## src/cdt_pkg.sv

```systemverilog
// package: register map, field layout, timing counts and shared types of the dual counter/timer
package cdt_pkg;

   ////////////////////////////////////////////////////////////////////////////////
   // register byte offsets on the wishbone bus
   localparam logic [7:0] CDT_OFS_FIRST_COUNT_LOW = 8'h00;
   localparam logic [7:0] CDT_OFS_FIRST_COUNT_HIGH = 8'h04;
   localparam logic [7:0] CDT_OFS_SECOND_COUNT_LOW = 8'h08;
   localparam logic [7:0] CDT_OFS_SECOND_COUNT_HIGH = 8'h0C;
   localparam logic [7:0] CDT_OFS_TIMER_CONTROL_STATUS = 8'h10;
   localparam logic [7:0] CDT_OFS_TIMER_MODE_SELECT = 8'h14;
   localparam logic [7:0] CDT_OFS_CLOCK_CONTROL_REG = 8'h18;
   localparam logic [7:0] CDT_OFS_EXT_INPUT_CONFIG = 8'h1C;
   localparam logic [7:0] CDT_OFS_INTERRUPT_ENABLE_REG = 8'h20;
   localparam logic [7:0] CDT_OFS_IRQ_STATUS = 8'h24;

   ////////////////////////////////////////////////////////////////////////////////
   // field positions
   // timer_control_status
   localparam int CDT_BIT_FIRST_RUN = 0;
   localparam int CDT_BIT_SECOND_RUN = 1;
   localparam int CDT_BIT_FIRST_FLAG = 2;
   localparam int CDT_BIT_SECOND_FLAG = 3;
   // timer_mode_select: per timer 4 bits, mode in [1:0], counter_select, gate enable
   localparam int CDT_POS_FIRST_MODE = 0;
   localparam int CDT_POS_SECOND_MODE = 4;
   localparam int CDT_BIT_COUNTER_SELECT = 2;
   localparam int CDT_BIT_GATE_ENABLE = 3;
   // clock_control_reg
   localparam int CDT_POS_PRESCALE_SELECT = 0;
   localparam int CDT_BIT_FIRST_SYSTEM_CLOCK_SELECT = 2;
   localparam int CDT_BIT_SECOND_SYSTEM_CLOCK_SELECT = 3;
   // ext_input_config, interrupt_enable_reg and irq status: bit 0 first, bit 1 second
   localparam int CDT_BIT_FIRST = 0;
   localparam int CDT_BIT_SECOND = 1;

   ////////////////////////////////////////////////////////////////////////////////
   // reset values
   localparam logic [7:0] CDT_RST_COUNT = 8'h00;
   localparam logic [7:0] CDT_RST_MODE = 8'h00;
   localparam logic [3:0] CDT_RST_CLKCTL = 4'h0;
   localparam logic [1:0] CDT_RST_POL = 2'h0;
   localparam logic [1:0] CDT_RST_MASK = 2'h0;

   ////////////////////////////////////////////////////////////////////////////////
   // prescaler divisors
   localparam int CDT_DIV_A = 12;
   localparam int CDT_DIV_B = 4;
   localparam int CDT_DIV_C = 48;
   localparam int CDT_DIV_EXT = 8;

   // prescale_select codes
   typedef enum logic [1:0] {
      CDT_PS_DIV12,
      CDT_PS_DIV4,
      CDT_PS_DIV48,
      CDT_PS_EXT8
   } cdt_presc_t;

   // counting modes
   typedef enum logic [1:0] {
      CDT_MODE13,
      CDT_MODE16,
      CDT_MODE8R,
      CDT_MODESPLIT
   } cdt_mode_t;

   ////////////////////////////////////////////////////////////////////////////////
   // whole state of the top module
   typedef struct packed {
      logic [7:0] lo0;      // first_count_low
      logic [7:0] hi0;      // first_count_high
      logic [7:0] lo1;      // second_count_low
      logic [7:0] hi1;      // second_count_high
      logic run0;           // first_run
      logic run1;           // second_run
      logic flag0;          // first_overflow_flag
      logic flag1;          // second_overflow_flag
      logic [7:0] modeSel;  // timer_mode_select
      logic [3:0] clkCtl;   // clock_control_reg
      logic [1:0] gatePol;  // gate_polarity bits
      logic [1:0] irqMask;  // interrupt_enable_reg
      logic [2:0] evSync0;  // event pin synchroniser plus edge stage
      logic [2:0] evSync1;
      logic [1:0] gtSync0;  // gate input synchroniser
      logic [1:0] gtSync1;
      logic ack;            // wishbone ack
      logic [31:0] dat;     // wishbone read data
      logic irq;            // interrupt output
      logic ovfEvt0;        // overflow event pulses
      logic ovfEvt1;
   } cdt_state_t;

   // advance one count; returns {overflow, high, low}
   function automatic logic [16:0] cdt_advance(input cdt_mode_t m, input logic [7:0] hi, input logic [7:0] lo);
      logic [13:0] c13;
      logic [16:0] c16;
      logic [8:0] c8;
      c13 = {1'b0, hi, lo[4:0]} + 14'h0001;
      c16 = {1'b0, hi, lo} + 17'h00001;
      c8 = {1'b0, lo} + 9'h001;
      unique case (m)
         CDT_MODE13: cdt_advance = {c13[13], c13[12:5], lo[7:5], c13[4:0]};
         CDT_MODE16: cdt_advance = c16;
         CDT_MODE8R: cdt_advance = {c8[8], hi, (c8[8] ? hi : c8[7:0])};
         CDT_MODESPLIT: cdt_advance = {c8[8], hi, c8[7:0]};
      endcase
   endfunction

endpackage

```

## src/cdt_presc_if.sv

```systemverilog
// interface: prescale selection and shared prescaled tick between prescaler and timers
interface cdt_presc_if;
   logic [1:0] sel;  // prescale_select
   logic tick;       // one-cycle pulse of the prescaled clock
   modport src (input sel, output tick);
   modport user (output sel, input tick);
endinterface

```

## src/cdt_prescaler.sv

```systemverilog
// module: shared prescaler making system_clock/12, /4, /48 and external clock /8 ticks
module cdt_prescaler
   import cdt_pkg::*;
#(
   parameter int EXT_DIV = CDT_DIV_EXT
) (
   input wire logic clock,
   input wire logic resetn,
   input wire logic extClk,
   cdt_presc_if.src presc
);

   // refuse divisors the 3-bit edge counter cannot serve
   if (EXT_DIV < 2 || EXT_DIV > 8) begin : g_bad_div
      $error("cdt_prescaler: EXT_DIV must be 2..8");
   end

   localparam logic [5:0] MOD_TOP = 6'(CDT_DIV_C - 1);
   localparam logic [2:0] EXT_TOP = 3'(EXT_DIV - 1);

   typedef struct packed {
      logic [5:0] cnt;     // free running modulo-48 counter
      logic [1:0] extSync; // external clock synchroniser
      logic extPrev;       // edge stage
      logic [2:0] extCnt;  // external rising edge counter
      logic tick;          // registered tick
   } cdt_presc_state_t;

   cdt_presc_state_t s_q, s_d;

   // true on the last cycle of each period of div within the 48 cycle frame
   function automatic logic last_of(input logic [5:0] c, input int div);
      last_of = ((32'(c) + 1) % div) == 0;
   endfunction

   ////////////////////////////////////////////////////////////////////////////////
   // next state
   always_comb begin
      logic extRise;
      extRise = 1'b0;
      s_d = s_q;
      s_d.cnt = (s_q.cnt == MOD_TOP) ? 6'h00 : s_q.cnt + 6'h01;
      s_d.extSync = {s_q.extSync[0], extClk};
      s_d.extPrev = s_q.extSync[1];
      extRise = s_q.extSync[1] & ~s_q.extPrev;
      if (extRise) begin
         s_d.extCnt = (s_q.extCnt == EXT_TOP) ? 3'h0 : s_q.extCnt + 3'h1;
      end
      // pick the divided source
      unique case (cdt_presc_t'(presc.sel))
         CDT_PS_DIV12: s_d.tick = last_of(s_q.cnt, CDT_DIV_A);
         CDT_PS_DIV4: s_d.tick = last_of(s_q.cnt, CDT_DIV_B);
         CDT_PS_DIV48: s_d.tick = last_of(s_q.cnt, CDT_DIV_C);
         CDT_PS_EXT8: s_d.tick = extRise && (s_q.extCnt == EXT_TOP);
      endcase
   end

   // state register
   always_ff @(posedge clock or negedge resetn) begin
      if (!resetn) begin
         s_q <= '0;
      end else begin
         s_q <= s_d;
      end
   end

   assign presc.tick = s_q.tick;

endmodule

```

## src/cdt_timer_top.sv

```systemverilog
// module: two legacy 16-bit counter/timers with wishbone register access and interrupt
//
// Functional notes
// - 16-bit count per timer, two byte registers
// - four modes; split mode only on first
// - mode 0: high byte plus low bits 4..0
// - 13-bit wrap sets flag, may interrupt
// - per-timer interrupt enable gates overflow request
// - counter select counts event pin falling edges; while first is split the second timer counts internal clock instead
// - events up to clock/4; pin held two cycles
// - system_clock select picks system clock else prescaled
// - prescaler: /12, /4, /48, external /8
// - count only when run (second timer also while first is split), gate adds input
// - polarity bit picks active gate level
// - second timer mirrors first with own controls
// - each timer overflow offered as output event; split high byte overflow is not
// - setting run keeps the loaded count
// - mode 1 counts full 16 bits
// - mode 2 low byte reloads from high
// - split high byte: system_clock, second run, second flag; counts prescaled tick unless first system_clock select is set
module cdt_timer_top
   import cdt_pkg::*;
(
   input wire logic clock,
   input wire logic resetn,
   input wire logic [7:0] adr_i,
   input wire logic [31:0] dat_i,
   output logic [31:0] dat_o,
   input wire logic we_i,
   input wire logic [3:0] sel_i,
   input wire logic cyc_i,
   input wire logic stb_i,
   output logic ack_o,
   input wire logic firstEventPin,
   input wire logic secondEventPin,
   input wire logic firstGateInput,
   input wire logic secondGateInput,
   input wire logic extClk,
   output logic irq,
   output logic firstOverflowEvt,
   output logic secondOverflowEvt
);

   ////////////////////////////////////////////////////////////////////////////////
   // state and prescaler hookup
   cdt_state_t s_q, s_d;   // complete module state
   cdt_presc_if presc ();  // link to the shared prescaler

   cdt_prescaler #(
      .EXT_DIV(CDT_DIV_EXT)
   ) u_presc (
      .clock(clock),
      .resetn(resetn),
      .extClk(extClk),
      .presc(presc)
   );

   assign presc.sel = s_q.clkCtl[CDT_POS_PRESCALE_SELECT +: 2];

   ////////////////////////////////////////////////////////////////////////////////
   // next state
   always_comb begin
      cdt_mode_t mode0;
      cdt_mode_t mode1;
      logic fall0;
      logic fall1;
      logic tick0;
      logic tick1;
      logic tickHi;
      logic en0;
      logic en1;
      logic gateOk0;
      logic gateOk1;
      logic [16:0] adv0;
      logic [16:0] adv1;
      logic [8:0] advHi;
      logic ovf0;
      logic ovf1;
      logic set0;
      logic set1;
      logic req;
      logic wr;
      logic [7:0] wb;
      logic [31:0] rd;
      mode0 = cdt_mode_t'(s_q.modeSel[CDT_POS_FIRST_MODE +: 2]);
      mode1 = cdt_mode_t'(s_q.modeSel[CDT_POS_SECOND_MODE +: 2]);
      fall0 = 1'b0;
      fall1 = 1'b0;
      tick0 = 1'b0;
      tick1 = 1'b0;
      tickHi = 1'b0;
      en0 = 1'b0;
      en1 = 1'b0;
      gateOk0 = 1'b0;
      gateOk1 = 1'b0;
      adv0 = '0;
      adv1 = '0;
      advHi = '0;
      ovf0 = 1'b0;
      ovf1 = 1'b0;
      set0 = 1'b0;
      set1 = 1'b0;
      req = cyc_i & stb_i;
      wr = req & we_i & s_q.ack & sel_i[0];
      wb = dat_i[7:0];
      rd = '0;
      s_d = s_q;

      // synchronisers: first stage feeds only the second; third stage is the edge detector
      s_d.evSync0 = {s_q.evSync0[1:0], firstEventPin};
      s_d.evSync1 = {s_q.evSync1[1:0], secondEventPin};
      s_d.gtSync0 = {s_q.gtSync0[0], firstGateInput};
      s_d.gtSync1 = {s_q.gtSync1[0], secondGateInput};
      fall0 = s_q.evSync0[2] & ~s_q.evSync0[1];
      fall1 = s_q.evSync1[2] & ~s_q.evSync1[1];

      // gate qualification: active when synced level equals polarity
      gateOk0 = ~s_q.modeSel[CDT_POS_FIRST_MODE + CDT_BIT_GATE_ENABLE]
              | (s_q.gtSync0[1] == s_q.gatePol[CDT_BIT_FIRST]);
      gateOk1 = ~s_q.modeSel[CDT_POS_SECOND_MODE + CDT_BIT_GATE_ENABLE]
              | (s_q.gtSync1[1] == s_q.gatePol[CDT_BIT_SECOND]);
      en0 = s_q.run0 & gateOk0;
      // second timer runs under its own run bit, or by mode alone while first is split
      en1 = (mode0 == CDT_MODESPLIT) ? (mode1 != CDT_MODESPLIT) : (s_q.run1 & gateOk1);

      // source selection per timer
      if (s_q.modeSel[CDT_POS_FIRST_MODE + CDT_BIT_COUNTER_SELECT]) begin
         tick0 = fall0;
      end else if (s_q.clkCtl[CDT_BIT_FIRST_SYSTEM_CLOCK_SELECT]) begin
         tick0 = 1'b1;
      end else begin
         tick0 = presc.tick;
      end
      if (s_q.modeSel[CDT_POS_SECOND_MODE + CDT_BIT_COUNTER_SELECT] && mode0 != CDT_MODESPLIT) begin
         tick1 = fall1;
      end else if (s_q.clkCtl[CDT_BIT_SECOND_SYSTEM_CLOCK_SELECT]) begin
         tick1 = 1'b1;
      end else begin
         tick1 = presc.tick;
      end
      // split high byte counts internal clock only
      tickHi = s_q.clkCtl[CDT_BIT_FIRST_SYSTEM_CLOCK_SELECT] ? 1'b1 : presc.tick;

      // first timer: one step per qualified tick, count left as loaded
      adv0 = cdt_advance(mode0, s_q.hi0, s_q.lo0);
      if (en0 && tick0) begin
         s_d.hi0 = adv0[15:8];
         s_d.lo0 = adv0[7:0];
         ovf0 = adv0[16];
      end
      // split mode: high byte is its own 8-bit timer
      if (mode0 == CDT_MODESPLIT) begin
         advHi = {1'b0, s_q.hi0} + 9'h001;
         s_d.hi0 = s_q.hi0;
         if (s_q.run1 && tickHi) begin
            s_d.hi0 = advHi[7:0];
         end
      end

      // second timer: split mode not offered, it simply stops there
      adv1 = cdt_advance(mode1, s_q.hi1, s_q.lo1);
      if (en1 && tick1 && mode1 != CDT_MODESPLIT) begin
         s_d.hi1 = adv1[15:8];
         s_d.lo1 = adv1[7:0];
         ovf1 = adv1[16];
      end

      // flag sources; while split, only the high byte may raise the second flag
      set0 = ovf0;
      if (mode0 == CDT_MODESPLIT) begin
         set1 = advHi[8] & s_q.run1 & tickHi;
      end else begin
         set1 = ovf1;
      end

      // overflow event outputs, one cycle pulses
      s_d.ovfEvt0 = ovf0;
      s_d.ovfEvt1 = ovf1;

      ////////////////////////////////////////////////////////////////////////////////
      // register writes: taken at the edge where ack is high; software load beats the count
      if (wr) begin
         unique case (adr_i)
            CDT_OFS_FIRST_COUNT_LOW: s_d.lo0 = wb;
            CDT_OFS_FIRST_COUNT_HIGH: s_d.hi0 = wb;
            CDT_OFS_SECOND_COUNT_LOW: s_d.lo1 = wb;
            CDT_OFS_SECOND_COUNT_HIGH: s_d.hi1 = wb;
            CDT_OFS_TIMER_CONTROL_STATUS: begin
               s_d.run0 = wb[CDT_BIT_FIRST_RUN];
               s_d.run1 = wb[CDT_BIT_SECOND_RUN];
            end
            CDT_OFS_TIMER_MODE_SELECT: s_d.modeSel = wb;
            CDT_OFS_CLOCK_CONTROL_REG: s_d.clkCtl = wb[3:0];
            CDT_OFS_EXT_INPUT_CONFIG: s_d.gatePol = wb[1:0];
            CDT_OFS_INTERRUPT_ENABLE_REG: s_d.irqMask = wb[1:0];
            CDT_OFS_IRQ_STATUS: begin
               // write one to clear
               if (wb[CDT_BIT_FIRST]) begin
                  s_d.flag0 = 1'b0;
               end
               if (wb[CDT_BIT_SECOND]) begin
                  s_d.flag1 = 1'b0;
               end
            end
            default: ;                                          // unmapped: ignored
         endcase
      end
      // hardware set wins over a same-cycle clear
      if (set0) begin
         s_d.flag0 = 1'b1;
      end
      if (set1) begin
         s_d.flag1 = 1'b1;
      end

      // interrupt level from enabled flags
      s_d.irq = (s_d.flag0 & s_d.irqMask[CDT_BIT_FIRST])
              | (s_d.flag1 & s_d.irqMask[CDT_BIT_SECOND]);

      ////////////////////////////////////////////////////////////////////////////////
      // read mux; unmapped reads return zero
      unique case (adr_i)
         CDT_OFS_FIRST_COUNT_LOW: rd = {24'h000000, s_q.lo0};
         CDT_OFS_FIRST_COUNT_HIGH: rd = {24'h000000, s_q.hi0};
         CDT_OFS_SECOND_COUNT_LOW: rd = {24'h000000, s_q.lo1};
         CDT_OFS_SECOND_COUNT_HIGH: rd = {24'h000000, s_q.hi1};
         CDT_OFS_TIMER_CONTROL_STATUS: rd = {28'h0000000, s_q.flag1, s_q.flag0, s_q.run1, s_q.run0};
         CDT_OFS_TIMER_MODE_SELECT: rd = {24'h000000, s_q.modeSel};
         CDT_OFS_CLOCK_CONTROL_REG: rd = {28'h0000000, s_q.clkCtl};
         CDT_OFS_EXT_INPUT_CONFIG: rd = {30'h00000000, s_q.gatePol};
         CDT_OFS_INTERRUPT_ENABLE_REG: rd = {30'h00000000, s_q.irqMask};
         CDT_OFS_IRQ_STATUS: rd = {30'h00000000, s_q.flag1, s_q.flag0};
         default: rd = 32'h00000000;
      endcase

      // classic handshake: ack one cycle after the request, dropped the cycle after
      s_d.ack = req & ~s_q.ack;
      if (req && !s_q.ack) begin
         s_d.dat = rd;
      end
   end

   ////////////////////////////////////////////////////////////////////////////////
   // state register
   always_ff @(posedge clock or negedge resetn) begin
      if (!resetn) begin
         s_q <= '{lo0: CDT_RST_COUNT, hi0: CDT_RST_COUNT, lo1: CDT_RST_COUNT, hi1: CDT_RST_COUNT,
                  modeSel: CDT_RST_MODE, clkCtl: CDT_RST_CLKCTL, gatePol: CDT_RST_POL,
                  irqMask: CDT_RST_MASK, default: '0};
      end else begin
         s_q <= s_d;
      end
   end

   // outputs straight from the state register
   assign dat_o = s_q.dat;
   assign ack_o = s_q.ack;
   assign irq = s_q.irq;
   assign firstOverflowEvt = s_q.ovfEvt0;
   assign secondOverflowEvt = s_q.ovfEvt1;

endmodule

```

## config.mk

```make
export PLATFORM = sky130hd
export DESIGN_NAME = cdt_timer_top
export DESIGN_NICKNAME = d
export VERILOG_FILES = /design/src/cdt_pkg.sv /design/src/cdt_presc_if.sv /design/src/cdt_prescaler.sv /design/src/cdt_timer_top.sv
export SDC_FILE = /design/constraint.sdc
export NUM_CORES = 1
export LEC_CHECK = 0
export ABC_AREA = 1
export ABC_CLOCK_PERIOD_IN_PS = 3200
export BUFFER_PORTS_ARGS = -buffer_cell sky130_fd_sc_hd__buf_2
export CORE_MARGIN = 4
export CORE_UTILIZATION = 60
export DETAILED_ROUTE_END_ITERATION = 8
export PLACE_DENSITY_LB_ADDON = 0.3
export SLEW_MARGIN = 20
export SYNTH_ARGS = -nofsm -noshare
export SYNTH_HDL_FRONTEND = slang
export SYNTH_SLANG_ARGS = --single-unit
```

## constraint.sdc

```tcl
create_clock -name clock -period 3.2 [get_ports clock]
set_input_delay 0.32 -clock clock [delete_from_list [all_inputs] [get_ports clock]]
set_output_delay 0.32 -clock clock [all_outputs]
set_load 0.03 [all_outputs]
```

==> results by group, run 1 <==
Pwr
  – Pwr dens: ~360 nW/um^2
  – Lkg Pwr: between 2 and 3 nW
  – Max VDD drop: between 0.2 and 0.25 mV

Floorplanning
  – Die width: 106 um
  – # rows: 35
  – Die ar.: roughly 11000 sq um
  – Vert. Die Dim: between 100 and 150 um
  – Core area: 9240 sq um
  – Effective utilization at floorplan: between 60% and 70%
  – IO Pins: 90

STA
  – Total negative setup slack: 0 ns
  – Fmax: approximately 440 MHz
  – Final Setup Violations: 0
  – RSZ-0062 raised after global routing: false
  – Fin worst setup slack: 0.946 ns
  – Max_slew headroom: between 40% and 50%
  – Worst slew pin tran: between 0.8 and 0.9 ns
  – Slew Limit Fails: 0
  – Hold_ws: 0.0390 ns
  – Crit path time final: roughly 2.3 ns
  – Final period util: 70.4%
  – Final Hold Fails: 0
  – Skew final: about 0.013 ns

Route
  – Router iterations before antenna repair: 5
  – Via/cell ratio: 5.84
  – Via count: between 5000 and 6000
  – DR iter-0 viols: ~420
  – WL/cell: approximately 17 um
  – DRC violations left: 0
  – Post-route ant nets: 0
  – Final WL: roughly 15 mm

Placed design
  – Placer congestion estimate: 1.01
  – DP Cell Count: slightly above 900
  – Hpwl dp: 11.7 mm
  – # port buffers: 38
  – Pre-CTS setup slack: 0.992 ns

Min path
  – Path type of the worst min-delay path: input port to async pin

Layout
  – Ratio of cells with drive above 1 in the final layout: 13.0%
  – # diodes: 0
  – Finished Layout Cells: 924
  – Layout net count: about 850
  – Fillers: around 800
  – Area Overhead vs Synth: 6.55%

Status
  – Status: complete, no violations

Clocking
  – CTS resizes: 0
  – CTS max path bufs: 2
  – Clk root buf: clkbuf_8
  – Htree depth: 3
  – # Post-CTS Setup Buffers: 0
  – Clk slew on worst S/H paths: about 0.090 ns
  – TritonCTS clock tree: built
  – CTS sink cnt: slightly below 90
  – Number of buffers created by CTS: 9
  – Worst-Skew Late Latency: between 0.3 and 0.4 ns
  – CTS Hold Bufs: 0

Setup path
  – FF-to-FF path depth: 11
  – Critical Path Sink Type: flip-flop
  – Worst-path fanout max: 18
  – Arr. time, crit path: about 2.5 ns
  – CP Launch Type: flip-flop
  – FF-to-FF End: irq
  – R2R Path Start: s_q[54]
  – R2R setup slack: 0.95 ns
  – Worst EP required: roughly 3.5 ns
  – Crit Path Category: flip-flop to flip-flop

Logic synthesis
  – Primary FF master, synth: dfrtp_1
  – EDFF count, synth: 0
  – Post-synth cell types: 45
  – Post-synthesis cell count: ~760
  – YS warnings: 0
  – Synth cell count leaders: nand2_1, dfrtp_1, inv_1, o21ai_0, nor2_1
  – Post-Syn Area: 5720 sq um
  – Synthesized area per cell: 7.53 sq um
  – Post-synth top area share: about two fifths
  – Synthesized flop and latch total: between 80 and 90
  – Asr flop ratio synth: 100%
  – Yosys top cell by area: dfrtp_1
  – Count leader, synth: nand2_1
  – Register area share after synthesis: between 30% and 40%
  – Top cells by area, synth: dfrtp_1, nand2_1, inv_1

Global route
  – Initial antenna violation count: 0
  – GRT Residual Overflow: 0
  – Global-route wire length before repair: 25.0 mm
  – Vias in the first global route: 4979
  – GR Util All Layers: between 20% and 30%
  – Largest net degree at the start of global routing: between 70 and 80

Flow run
  – Max Cap Violations: 0
==> flip-flops by register name, summed over array words and instances, names as in the netlist <==
register / flops
ack_o: 1
dat_o: 8
firstOverflowEvt: 1
irq: 1
presc.sel: 2
s_d: 6
s_q: 54
secondOverflowEvt: 1
u_presc.presc.tick: 1
u_presc.s_d: 2
u_presc.s_q: 10
==> logic make-up (layout without fill, tap and decap cells) <==
kind of cell | count (synthesis) | after routing | synth area share (%)
AO/OA/AOI/OAI | 168 | 168 | 17.4
XOR/XNOR | 23 | 23 | 3.52
adder cells (fa/ha/maj) | 8 | 8 | 1.75
buffers and inverters | 144 | 157 | 12.1
flip-flops | 87 | 87 | 38.1
other | 1 | 24 | 0.0656
AND/OR/NAND/NOR | 328 | 328 | 27.0
==> cells in the final DEF, fill, tap and decap left out, types with 8 or more instances in the layout <==
cell type	n
inv_2	8
o211ai_1	18
nor2_1	46
clkbuf_8	9
o22ai_1	19
nand2_1	175
nand4_1	11
nor3_1	19
a21oi_1	30
inv_1	87
xor2_1	22
buf_2	37
a22oi_1	9
nand3_1	40
nand2_2	8
o21ai_1	14
o21ai_0	59
dfrtp_1	87
ha_1	8
conb_1	24
==> worst max path at each step <==
stage	start	to	slack, ns
6_report	s_q[54]	irq	0.95
5_1_grt	s_q[54]	s_q[67]	0.79
4_1_cts	s_q[54]	irq	0.99
3_5_place_dp	s_q[54]	irq	0.99
3_3_place_gp	s_q[54]	irq	1.05
2_1_floorplan	u_presc.s_q[7]	u_presc.presc.tick	1.28
==> per-stage QoR <==
stage / instance area, sq um / power, W / utilization (%)
floorplan: 5800 / 0.00129 / -
CTS: 6090 / 0.00221 / 65.9
global route: 6090 / 0.00229 / 65.9
global placement: 5860 / 0.00132 / 63.5
finish: 6090 / 0.00221 / 65.9
detailed placement: 5860 / 0.00133 / 63.5
==> metal layers <==
metal	GRT usage, %	part of all wire [%]	vias up
li1	-	-	2537
met1	39.5	42	2566
met2	44.8	46	269
met3	4.90	9.3	27
met4	10.8	2.5	0
met5	0	0	-
==> area by class of cell <==
| cell class | instances | area (sq um) | share of cell area, % |
|---|---|---|---|
| inverter | 99 | 373 | 6.12 |
| timing repair buffer | 42 | 223 | 3.66 |
| clock buffer | 10 | 128 | 2.10 |
| multi-input combinational | 551 | 2930 | 48.1 |
| tap | 129 | 161 | 2.65 |
| clock inverter | 6 | 97.6 | 1.60 |
| sequential | 87 | 2180 | 35.8 |
==> critical path: stages (launching register included) <==
cell and delay (ns):
dfrtp_1 0.58, nand2_4 0.17, a21oi_1 0.17, a22oi_1 0.09
nand2_2 0.29, clkinv_2 0.32, o21ai_1 0.20, nor3_2 0.08
nand2_1 0.06, nand2_1 0.06, nand2_1 0.07, nand2_1 0.05
==> power breakdown <==
part | switching [W] | internal, W
logic | 0.000124 | 0.0000417
registers | 0.0000173 | 0.00113
clock network | 0.000449 | 0.000453
(Power assumes the default switching activity.)
==> inputs of run 2 (changes only) <==
ABC_CLOCK_PERIOD_IN_PS = 1800   (was 3200)
CORE_UTILIZATION = 52   (was 60)
clock period = 1.8 ns   (was 3.2 ns; I/O delays follow)
==> run 2 against run 1 <==
The run now ends with setup timing left; largest cell class unchanged; wire length is 18% higher; count of clock-buffer cells in the layout is 1 higher; first-iteration DRC count is 7.4% higher; worst setup slack worse by 1.2 ns; sequential share of layout area is 6.0 points lower; maximum frequency is 11% higher.
==> results by group, run 2 (same netlist as run 1, synthesis figures left out) <==
Route
  – Post-route ant nets: 0 (unchanged)
  – Via count: 6048 (+12%)
  – DRC violations left: 0 (unchanged)
  – DR iter-0 viols: 450 (+7.4%)
  – Final WL: 18.3 mm (+18%)
  – Router iterations before antenna repair: 5 (unchanged)
  – WL/cell: 17.5 um (+4.4%)
  – Via/cell ratio: 5.77 (-1.2%)

Floorplanning
  – IO Pins: 90 (unchanged)
  – Vert. Die Dim: 113 um (+6.9%)
  – Die ar.: 12700 sq um (+14%)
  – Effective utilization at floorplan: 53.0% (-8.9 points)
  – # rows: 38 (+8.6%)
  – Die width: 113 um (+6.9%)
  – Core area: 10800 sq um (+17%)

Pwr
  – Internal Power: 0.00280 W (+72%)
  – Psw: 0.00104 W (+76%)
  – Lkg Pwr: 3.53 nW (+22%)
  – Sw frac: 27.1% (+0.42 points)
  – Gate power share: 8.8% (+1.3 points)
  – Max VDD drop: 0.412 mV (+66%)
  – Pwr dens: 524 nW/um^2 (+44%)
  – Flop pwr share: 53.0% (+1.3 points)
  – Clock power share: 38.2% (-2.6 points)

Global route
  – Global-route wire length before repair: 27.7 mm (+11%)
  – GRT Residual Overflow: 0 (unchanged)
  – Initial antenna violation count: 1 (+1)
  – Vias in the first global route: 5658 (+14%)
  – GR Util All Layers: 27.3% (-1.1 points)
  – Largest net degree at the start of global routing: 42 (-41%)

Setup path
  – Buf/Inv on CP: 0 (-1)
  – Most Frequent Cell on Critical Path: nand2_1
  – Worst EP required: 2.08 ns (-1.39 ns)
  – Arr. time, crit path: 2.31 ns (-0.22 ns)
  – CP Launch Type: flip-flop
  – Crit Path Category: flip-flop to flip-flop
  – Critical Path Sink Type: flip-flop
  – CP delay by family, top: simple AND/OR/NAND/NOR gates
  – Worst-path fanout max: 3 (-15)
  – Sequence of cells on the critical path: nand3_2 -> nor2_4 -> xor2_2 -> ha_1 -> nand2_1 -> nand2_1 -> nand2_1 -> nand2_1 -> o21ai_2 -> o21ai_2 -> nor2_1 -> nand2_1 -> nand4_1 -> nand2_1
  – Slowest stage delay, CP: 0.44 ns (-0.14 ns)
  – Crit-path slowest cell: dfrtp_1

Layout
  – # diodes: 0 (unchanged)
  – Final instance area: 7330 sq um (+20%)
  – Largest Register: s_q
  – Area Overhead vs Synth: 28.2%
  – Ratio of cells with drive above 1 in the final layout: 30.2% (+17 points)
  – Most common cell after layout, fill and taps aside: nand2_1
  – Number of flip-flops in the largest register: 54 (unchanged)
  – Finished Layout Cells: 1048 (+13%)
  – Layout net count: 965 (+13%)
  – Util after Layout: 67.9% (+2.0 points)
  – Most frequent cells in the layout: nand2_1, buf_4, dfrtp_1

Flow run
  – Max Cap Violations: 0 (unchanged)

STA
  – Worst slew pin tran: 0.562 ns (-0.318 ns)
  – Final Hold Fails: 0 (unchanged)
  – Skew final: 0.0133 ns (+0.000325 ns)
  – RSZ-0062 raised after global routing: true
  – Final period util: 113% (+42 points)
  – Total negative setup slack: -0.834 ns (-0.834 ns)
  – Final Setup Violations: 12 (+12)
  – Crit path time final: 2.03 ns (-0.223 ns)
  – Fmax: 493 MHz (+11%)
  – Slew Limit Fails: 0 (unchanged)
  – Fin worst setup slack: -0.230 ns (-1.18 ns)
  – Max_slew headroom: 62.3% (+21 points)

Clocking
  – CTS max path bufs: 2 (unchanged)
  – Clk slew on worst S/H paths: 0.10 ns (about the same)
  – Clk root buf: clkbuf_8
  – CTS sink cnt: 87 (unchanged)
  – Htree depth: 3 (unchanged)
  – Number of buffers created by CTS: 9 (unchanged)
  – Worst-Skew Late Latency: 0.38 ns (about the same)
  – TritonCTS clock tree: built

Placed design
  – Hpwl dp: 13.0 mm (+11%)
  – # port buffers: 38 (unchanged)
  – Pre-CTS setup slack: -0.254 ns (-1.25 ns)
  – Placed cell area: 6440 sq um (+9.8%)
  – Placer congestion estimate: 0.950 (-5.7%)
  – DP Cell Count: 992 (+9.3%)

Status
  – Failing checks: setup timing
  – Status: finished with violations

Min path
  – Path type of the worst min-delay path: input port to flip-flop
-- run 2: cell count changes in the layout (fill, tap and decap cells not counted), moves of 5 or more --
cell,previous run,this run
nor2_1,46,40
dlygate4sd3_1,0,6
nand2_2,8,18
nand2_1,175,160
buf_6,0,12
inv_1,87,81
o21ai_0,59,43
nand2_4,2,7
o21ai_1,14,26
buf_4,5,98
nand3_1,40,34
nor3_1,19,14
-- run 2: final timing paths --
kind	start	to	slack, ns	cells past startpoint
max	u_presc.s_q[7]	u_presc.presc.tick	-0.23	14
min	dat_i[2]	s_q[68]	0.06	3
max reg2reg	u_presc.s_q[7]	u_presc.presc.tick	-0.23	14
min reg2reg	s_d[39]	s_q[39]	0.36	0
max in group asynchronous	resetn	u_presc.s_q[8]	0.86	3
min in group asynchronous	resetn	u_presc.s_q[1]	0.32	2
-- run 2: metal layers --
metal  share of wire (%)  vias to the layer above  wire length [um]  global-route usage [%]
met5               0.071                        -                13                       0
met4                 4.8                        2               887                    11.9
met3                 7.9                       80              1450                    5.35
met2                  47                      336              8680                    44.3
met1                  40                     2861              7280                    35.8
li1                    -                     2769                 -                       -
-- run 2: what timing repair did --
| item | 4_1_cts | 5_1_grt |
|---|---|---|
| setup buffers | 7 | 27 |
| gates resized for setup | 14 | 98 |
| hold endpoints to repair | 44 | 0 |
| pin swaps | 10 | 51 |
| setup endpoints to repair | 10 | 38 |
| hold buffers | 6 | 0 |
| gates cloned | 0 | 1 |
-- run 2: cell type report --
| class | count | area [sq um] |
|---|---|---|
| inverter | 99 | 382 |
| multi-input combinational | 552 | 3250 |
| sequential | 87 | 2180 |
| clock buffer | 11 | 141 |
| timing repair buffer | 154 | 1140 |
| fill | 881 | 3470 |
| tap | 140 | 175 |
| clock inverter | 5 | 63.8 |
-- run 2: worst min-delay path, cell delays in order --
cell	delay, ns
buf_2	0.11
nand2_1	0.07
nand2_1	0.06
-- run 2: power by group through the flow --
stage	Clock [W]	Combinational, W	Sequential [W]
global placement	0	0.000306	0.00207
floorplan	0	0.000220	0.00207
detailed placement	0	0.000323	0.00207
CTS	0.00148	0.000333	0.00203
finish	0.00146	0.000339	0.00203
global route	0.00156	0.000376	0.00204
-- run 2: per-stage QoR --
step | hold slack (ns) | total power [W]
after floorplan | -0.116 | 0.00228
after global placement | 0.201 | 0.00237
after detailed placement | 0.208 | 0.00239
after CTS | 0.0375 | 0.00384
after global routing | 0.0555 | 0.00398
final | 0.0638 | 0.00384
